==> src/host_port_pkg.sv <==
package host_port_pkg;
    localparam int CLK_PERIOD_NS = 100;
    // recovery figure in tenths of a clock period (3 1/2 worst case)
    localparam int RECOVERY_TENTHS = 35;
    localparam int RECOVERY_CYCLES = (RECOVERY_TENTHS + 9) / 10;
    localparam logic [7:0] VECTOR_RESET = 8'h00;
    localparam logic [7:0] DATA_IDLE = 8'h00;
    typedef enum logic [3:0] {
        HS_IDLE = 4'b0001,
        HS_STROBE = 4'b0010,
        HS_HOLD = 4'b0100,
        HS_RECOVER = 4'b1000
    } host_state_t;
endpackage

==> src/host_port_if.sv <==
`timescale 1ns/10ps
interface host_port_if;
    logic channelSelect;
    logic chipSelectN;
    logic dataControlSelect;
    logic readStrobeN;
    logic writeStrobeN;
    logic intAcknowledgeN;
    logic [7:0] hostData;
    logic [7:0] devData;
    logic devDataOe;
    logic intRequestNOut;
    logic intRequestNOe;
    logic intEnableIn;
    logic intEnableOut;
    modport device (
        input channelSelect, chipSelectN, dataControlSelect, readStrobeN, writeStrobeN,
        input intAcknowledgeN, hostData, intEnableIn,
        output devData, devDataOe, intRequestNOut, intRequestNOe, intEnableOut
    );
    modport host (
        output channelSelect, chipSelectN, dataControlSelect, readStrobeN, writeStrobeN,
        output intAcknowledgeN, hostData, intEnableIn,
        input devData, devDataOe, intRequestNOut, intRequestNOe, intEnableOut
    );
endinterface

==> src/device_port.sv <==
`timescale 1ns/10ps
module device_port (
    // clock and reset
    input wire logic mclk,
    input wire logic resetn,
    // bus side
    host_port_if.device bus,
    // core side
    input wire logic [7:0] readValue,
    input wire logic [7:0] intVector,
    input wire logic intPending,
    input wire logic intServiceDone,
    output logic writeStrobe,
    output logic readStrobe,
    output logic [7:0] writeData,
    output logic accessChannelA,
    output logic accessData,
    output logic softReset,
    output logic underService
);
    // ==========================================================
    // input synchronisers (3 stages, act when stages 2 and 3 agree)
    logic [3:0] pinRaw;
    logic [3:0] pinSync;
    logic csN;
    logic rdN;
    logic wrN;
    logic ackN;

    assign pinRaw = {bus.intAcknowledgeN, bus.writeStrobeN, bus.readStrobeN, bus.chipSelectN};

    genvar g;
    generate
        for (g = 0; g < 4; g++) begin : g_sync
            logic [2:0] stage_reg, stage_next;
            logic level_reg, level_next;

            always_comb begin
                stage_next = {stage_reg[1:0], pinRaw[g]};
                // a lone glitch in stage 2 never reaches the decode
                level_next = (stage_reg[1] == stage_reg[2]) ? stage_reg[2] : level_reg;
            end

            always_ff @(posedge mclk or negedge resetn) begin
                if (!resetn) begin
                    stage_reg <= 3'h7;
                    level_reg <= 1'b1;
                end else begin
                    stage_reg <= stage_next;
                    level_reg <= level_next;
                end
            end

            assign pinSync[g] = level_reg;
        end
    endgenerate

    assign csN = pinSync[0];
    assign rdN = pinSync[1];
    assign wrN = pinSync[2];
    assign ackN = pinSync[3];

    // ==========================================================
    // access decode and core strobes
    logic both;
    logic ackCycle;
    logic rdAct;
    logic wrAct;
    logic rdOld_reg, rdOld_next;
    logic wrOld_reg, wrOld_next;
    logic bothOld_reg, bothOld_next;
    logic rstb_reg, rstb_next;
    logic wstb_reg, wstb_next;
    logic rst_reg, rst_next;
    logic [7:0] wdata_reg, wdata_next;
    logic chA_reg, chA_next;
    logic dat_reg, dat_next;

    always_comb begin
        both = !rdN && !wrN;
        ackCycle = !ackN;
        // strobes count only while selected and outside an acknowledge cycle
        rdAct = !rdN && !both && !csN && !ackCycle;
        wrAct = !wrN && !both && !csN && !ackCycle;
        rdOld_next = rdAct;
        wrOld_next = wrAct;
        bothOld_next = both;
        rst_next = both && !bothOld_reg;
        rstb_next = rdAct && !rdOld_reg;
        // write taken at strobe release, so data that settles late still lands
        wstb_next = !wrAct && wrOld_reg;
        wdata_next = wrAct ? bus.hostData : wdata_reg;
        chA_next = (rdAct || wrAct) ? bus.channelSelect : chA_reg;
        dat_next = (rdAct || wrAct) ? bus.dataControlSelect : dat_reg;
    end

    always_ff @(posedge mclk or negedge resetn) begin
        if (!resetn) begin
            rdOld_reg <= 1'b0;
            wrOld_reg <= 1'b0;
            bothOld_reg <= 1'b0;
            rstb_reg <= 1'b0;
            wstb_reg <= 1'b0;
            rst_reg <= 1'b0;
            wdata_reg <= 8'h00;
            chA_reg <= 1'b0;
            dat_reg <= 1'b0;
        end else begin
            rdOld_reg <= rdOld_next;
            wrOld_reg <= wrOld_next;
            bothOld_reg <= bothOld_next;
            rstb_reg <= rstb_next;
            wstb_reg <= wstb_next;
            rst_reg <= rst_next;
            wdata_reg <= wdata_next;
            chA_reg <= chA_next;
            dat_reg <= dat_next;
        end
    end

    // ==========================================================
    // interrupt daisy chain
    logic winner;
    logic vecRd;
    logic vecHold_reg, vecHold_next;
    logic ius_reg, ius_next;
    logic ieo_reg, ieo_next;
    logic irq_reg, irq_next;

    always_comb begin
        // highest-priority requester: chain clear above and own request up
        winner = ackCycle && bus.intEnableIn && intPending && !ius_reg;
        // once won, the vector stays on the bus until the read strobe ends
        vecRd = ackCycle && !rdN && wrN && (winner || vecHold_reg);
        vecHold_next = vecRd;
        ius_next = ius_reg;
        if (vecRd) begin
            ius_next = 1'b1;
        end else if (intServiceDone || rst_next) begin
            ius_next = 1'b0;
        end
        ieo_next = bus.intEnableIn && !ius_reg && !(intPending && ackCycle);
        irq_next = !(intPending && !ius_reg);
    end

    always_ff @(posedge mclk or negedge resetn) begin
        if (!resetn) begin
            vecHold_reg <= 1'b0;
            ius_reg <= 1'b0;
            ieo_reg <= 1'b0;
            irq_reg <= 1'b1;
        end else begin
            vecHold_reg <= vecHold_next;
            ius_reg <= ius_next;
            ieo_reg <= ieo_next;
            irq_reg <= irq_next;
        end
    end

    // ==========================================================
    // data line drive
    logic oe_reg, oe_next;
    logic [7:0] dout_reg, dout_next;

    always_comb begin
        oe_next = rdAct || vecRd;
        dout_next = host_port_pkg::DATA_IDLE;
        if (rdAct) begin
            dout_next = readValue;
        end else if (vecRd) begin
            dout_next = intVector;
        end
    end

    always_ff @(posedge mclk or negedge resetn) begin
        if (!resetn) begin
            oe_reg <= 1'b0;
            dout_reg <= host_port_pkg::DATA_IDLE;
        end else begin
            oe_reg <= oe_next;
            dout_reg <= dout_next;
        end
    end

    // ==========================================================
    // outputs
    assign bus.devData = dout_reg;
    assign bus.devDataOe = oe_reg;
    assign bus.intEnableOut = ieo_reg;
    assign bus.intRequestNOut = 1'b0;
    assign bus.intRequestNOe = !irq_reg;
    assign writeStrobe = wstb_reg;
    assign readStrobe = rstb_reg;
    assign writeData = wdata_reg;
    assign accessChannelA = chA_reg;
    assign accessData = dat_reg;
    assign softReset = rst_reg;
    assign underService = ius_reg;
endmodule

==> src/flat_wrapper.sv <==
// flat-port wrapper written by rule: the top's interface ports become plain ports
module device_port_flat 
  (mclk, resetn, readValue, intVector, intPending, intServiceDone, writeStrobe, readStrobe, writeData, accessChannelA, accessData, softReset, underService, bus_channelSelect, bus_chipSelectN, bus_dataControlSelect, bus_readStrobeN, bus_writeStrobeN, bus_intAcknowledgeN, bus_hostData, bus_intEnableIn, bus_devData, bus_devDataOe, bus_intRequestNOut, bus_intRequestNOe, bus_intEnableOut);
  host_port_if bus_i ();
  input wire logic mclk;
  input wire logic resetn;
  input wire logic [7:0] readValue;
  input wire logic [7:0] intVector;
  input wire logic intPending;
  input wire logic intServiceDone;
  output logic writeStrobe;
  output logic readStrobe;
  output logic [7:0] writeData;
  output logic accessChannelA;
  output logic accessData;
  output logic softReset;
  output logic underService;
  input wire logic [$bits(bus_i.channelSelect)-1:0] bus_channelSelect;
  input wire logic [$bits(bus_i.chipSelectN)-1:0] bus_chipSelectN;
  input wire logic [$bits(bus_i.dataControlSelect)-1:0] bus_dataControlSelect;
  input wire logic [$bits(bus_i.readStrobeN)-1:0] bus_readStrobeN;
  input wire logic [$bits(bus_i.writeStrobeN)-1:0] bus_writeStrobeN;
  input wire logic [$bits(bus_i.intAcknowledgeN)-1:0] bus_intAcknowledgeN;
  input wire logic [$bits(bus_i.hostData)-1:0] bus_hostData;
  input wire logic [$bits(bus_i.intEnableIn)-1:0] bus_intEnableIn;
  output wire logic [$bits(bus_i.devData)-1:0] bus_devData;
  output wire logic [$bits(bus_i.devDataOe)-1:0] bus_devDataOe;
  output wire logic [$bits(bus_i.intRequestNOut)-1:0] bus_intRequestNOut;
  output wire logic [$bits(bus_i.intRequestNOe)-1:0] bus_intRequestNOe;
  output wire logic [$bits(bus_i.intEnableOut)-1:0] bus_intEnableOut;
  assign bus_i.channelSelect = bus_channelSelect;
  assign bus_i.chipSelectN = bus_chipSelectN;
  assign bus_i.dataControlSelect = bus_dataControlSelect;
  assign bus_i.readStrobeN = bus_readStrobeN;
  assign bus_i.writeStrobeN = bus_writeStrobeN;
  assign bus_i.intAcknowledgeN = bus_intAcknowledgeN;
  assign bus_i.hostData = bus_hostData;
  assign bus_i.intEnableIn = bus_intEnableIn;
  assign bus_devData = bus_i.devData;
  assign bus_devDataOe = bus_i.devDataOe;
  assign bus_intRequestNOut = bus_i.intRequestNOut;
  assign bus_intRequestNOe = bus_i.intRequestNOe;
  assign bus_intEnableOut = bus_i.intEnableOut;
  device_port u_core (.mclk(mclk), .resetn(resetn), .bus(bus_i), .readValue(readValue), .intVector(intVector), .intPending(intPending), .intServiceDone(intServiceDone), .writeStrobe(writeStrobe), .readStrobe(readStrobe), .writeData(writeData), .accessChannelA(accessChannelA), .accessData(accessData), .softReset(softReset), .underService(underService));
endmodule
==> config.mk <==
export PLATFORM = sky130hd
export DESIGN_NAME = device_port_flat
export DESIGN_NICKNAME = d
export VERILOG_FILES = /design/src/host_port_pkg.sv /design/src/host_port_if.sv /design/src/device_port.sv /design/src/flat_wrapper.sv
export SDC_FILE = /design/constraint.sdc
export NUM_CORES = 1
export LEC_CHECK = 0
export ABC_AREA = 1
export BUFFER_PORTS_ARGS = -buffer_cell sky130_fd_sc_hd__buf_2
export CORE_MARGIN = 2
export CORE_UTILIZATION = 47
export CTS_CLUSTER_SIZE = 30
export DETAILED_ROUTE_END_ITERATION = 7
export PLACE_DENSITY = 0.78
export SYNTH_ARGS = -nofsm -noshare
export SYNTH_HDL_FRONTEND = slang
export SYNTH_SLANG_ARGS = --single-unit
export TNS_END_PERCENT = 10
==> constraint.sdc <==
create_clock -name mclk -period 1.6 [get_ports mclk]
set_input_delay 0.4 -clock mclk [delete_from_list [all_inputs] [get_ports mclk]]
set_output_delay 0.4 -clock mclk [all_outputs]
set_load 0.01 [all_outputs]
======== After elaboration in Yosys (flattened, before gate mapping) ========
Cells that the tools add are included.
word-level totals
  output and inout bits ................... 26
  register bits ........................... 45
cells by class
  reductions and logical operators ........ 37
  mux-type cells .......................... 4
  eq/ne operators ......................... 4
operators by type and width
  operator             count
  1-bit logical AND    20
  8-bit two-way mux    2
  1-bit logical NOT    12
  1-bit equality test  4
  1-bit logical OR     4
  1-bit two-way mux    2
  2-bit nonzero test   1

======== Depth between registers and ports, before layout ========
  depth after elaboration ................. 8
  depth in mapped cells ................... 6
  gate-level depth less buffers ........... 6

======== Worst setup path after synthesis ========
OpenSTA, ideal clock, no wires.
  path type ............................... register to register
  from .................................... reg u_core.g_sync[3].level_reg, in the netlist u_core.ackN
  to ...................................... reg u_core.chA_reg, in the netlist u_core.accessChannelA
  cell stages (with the launch flop) ...... 7
  buffers on the path ..................... 1
  arrival time ............................ 1.046 ns
  required time ........................... 1.483 ns
  slack ................................... 0.437 ns
  period minus slack after synthesis ...... 1.163 ns
  cell sequence ........................... dfstp_2 inv_2 nor2_4 nand2_2 buf_6 nand3_1 nand2_1
on the way
  word-level cells in the longest chain between the ends .. 2
  elaborated cells on any way between the ends .. 3
  those cells by class .................... reduce/logical: 3
RTL lines
  what                                         RTL line                              RTL
  start, declared                              device_port.sv:36                     logic level_reg, level_next;
  start signal, assigned                       device_port.sv:50                     level_reg <= level_next;
  1-bit logical AND, on equally long branches  device_port.sv:83, device_port.sv:84
  1-bit logical OR (*)                         device_port.sv:93                     chA_next = (rdAct || wrAct) ? bus.channelSelect : chA_reg;
  end signal, assigned                         device_port.sv:116                    chA_reg <= chA_next;
  end, declared                                device_port.sv:76                     logic chA_reg, chA_next;
Every way passes the cells marked *; elsewhere a longest branch is shown, timed or not.
A chain may end at the register's enable or synchronous reset.

======== Worst setup path after layout ========
  from .................................... reg u_core.irq_reg
  to ...................................... out bus_intRequestNOe
on the way
  word-level cells in the longest chain between the ends .. 1
RTL lines
  what                    RTL line            RTL
  start, declared         device_port.sv:128  logic irq_reg, irq_next;
  start signal, assigned  device_port.sv:156  irq_reg <= irq_next;
  1-bit logical NOT       device_port.sv:191  assign bus.intRequestNOe = !irq_reg;
  end, declared           flat_wrapper.sv:29  output wire logic [$bits(bus_i.intRequestNOe)-1:0] bus_intRequestNOe;
Every way passes these cells.

==> metrics.txt <==
outcome completed; routing usage on met2 24.2%; Worst EP required 1.20 ns; kind of critical path reg2out; TritonRoute pass-1 iters 4; commonest non-fill, non-tap cell in the layout buf_2; die width 62.2 µm; Placed Cells 243; Core Rows 21; share of the synthesized area in the top cell type 44.0%; worst hold slack 0.141 ns; post-CTS setup buffers 0; mean area per synthesized cell 11.5 µm²; Hold Path Class in2reg; Initial Util 48.5%; Global Route Usage Sum 15.1%; clk buf depth 2; Slew Limit Fails 0; GRT busiest layer met2; Synth area leader dfrtp_1; Worst-path clk slew 0.12 ns; IO buf count 59; WL per Instance 10.5 µm; die area 3870 µm²; largest net degree at the start of global routing 27; Seq/Total Area, Yosys 72.0%; DP Wirelength 1920 µm; post-route cell area 2050 µm²; Post-Syn Area 1590 µm²; first-pass GRT wire length 4690 µm; Power Dens Cells 1220 nW/µm²; max reg flops 12; Pwr Total 2510 µW; crit path launch type register; fmax 698 MHz; Final Cycle Share 89.5%; RSZ-0062 raised after global routing false; hold worst-path end u_core.g_sync[1].stage_reg[0]; clock latency on the worst-skew pair 0.34 ns; MaxCap Viol Count 0; total number of vias 1125; CTS Buf Count 5; global route overflow 0; crit path time final 1.43 ns; Worst Path Max Fanout 1; met3 Resource Use GR 6.70%; Post-Layout Cell Count 252; antenna cells 0; Area Growth Syn to Fin 28.7%; antenna violations before repair 0; crit path DAT 1.03 ns; share of layout cells above drive strength 1 45.6%; hold path cells 1; Routed Antenna Nets 0; drt via density 4.46; Core Area 3280 µm²; ranking of synthesized cells by area dfrtp_1 (44%), dfstp_2 (28%), nand2_1 (12%); clk root buf clkbuf_4; register bit total from synthesis 45; Netlist cell types 18; Pleak 0.00115 µW; Mapped Nets 174; CP endpoint kind output port; Ys Warns 0; Cell Area, Placed 1950 µm²; setup_tns 0 ns; Initial DRC Count 34; vias in the first global route 1112; hold path startpoint bus_readStrobeN; die height 62.2 µm; Final setup viols 0; most frequent cells in the layout buf_2 (59), nand2_1 (51), dfrtp_1 (28); final layout net count 240; Syn Inst Count 139; H-Tree Depth 2; Layout Skew 0.00555 ns; RR Endpoint u_core.writeData[0]; Hold Violations, Final 0; DRC viols 0; Top Ports 61; peak supply drop 0.000777 V; CTS tree built; R2R depth 5; met1 Track Usage GR 18.5%; r2r setup slk 0.31 ns; final wirelength 2640 µm; # clock sinks 45; GPL Wtd Cong 0.755; Post-CTS Resized 0; worst flop-to-flop path startpoint u_core.g_sync[2].level_reg
cell usage after synthesis, drive strengths merged:
| master | instances |
|---|---|
| nand2 | 53 |
| dfrtp | 28 |
| dfstp | 17 |
| nand3 | 11 |
| inv | 10 |
| nor2 | 8 |
| maj3 | 4 |
| buf | 2 |
| clkinv | 2 |
| conb | 1 |
| nand3b | 1 |
| nor3 | 1 |
| or2 | 1 |
per-layer routing:
layer	wire, µm	share of wire (%)	vias up
li1	-	-	554
met1	1150	44	517
met2	1220	46	51
met3	256	9.7	3
met4	14	0.53	0
met5	0	0	-
stage by stage:
step | utilization (%) | setup WS, ns
after floorplan | - | 0.437
after global placement | 59.3 | 0.342
after detailed placement | 59.3 | 0.289
after CTS | 62.4 | 0.147
after global routing | 62.4 | 0.108
final | 62.4 | 0.168
worst max-delay path, stage by stage (launching register included):
cell	delay (ns)
dfstp_2	0.53
inv_1	0.03
buf_2	0.12
logic make-up (layout without fill, tap and decap cells):
logic type,Yosys count,in the layout,share of synthesized area (%)
fa+ha+maj,4,4,2.51
buf+inv,14,81,4.16
flops,45,45,72.0
other cells,1,1,0.235
simple gates,75,75,21.1
what timing repair did:
| item | 4_1_cts | 5_1_grt |
|---|---|---|
| setup endpoints to repair | 0 | 0 |
| endpoints found under the hold margin | 18 | 0 |
| hold buffers | 1 | 0 |
final cells by class:
class / instances / area [µm²]
flip-flops and latches: 45 / 1150
well taps: 46 / 57.6
multi-input cells: 80 / 379
inverters: 12 / 47.5
repair buffers: 61 / 325
clock inverters: 1 / 5.00
fillers: 288 / 1230
clock buffers: 7 / 87.6
power breakdown:
part	internal, µW	switching [µW]	leakage, µW
Sequential	1310	77.6	0.000545
Combinational	186	233	0.000553
Clock	359	344	0.0000516
how the worst max path moves through the flow:
stage	startpoint	end	slack (ns)
floorplan	u_core.ackN	u_core.accessChannelA	0.44
global placement	u_core.g_sync[2].level_reg	u_core.writeData[2]	0.34
detailed placement	u_core.g_sync[2].level_reg	u_core.writeData[0]	0.29
CTS	u_core.irq_reg	bus_intRequestNOe	0.15
global route	u_core.irq_reg	bus_intRequestNOe	0.11
finish	u_core.irq_reg	bus_intRequestNOe	0.17
Power figures use the tool's default switching activity.
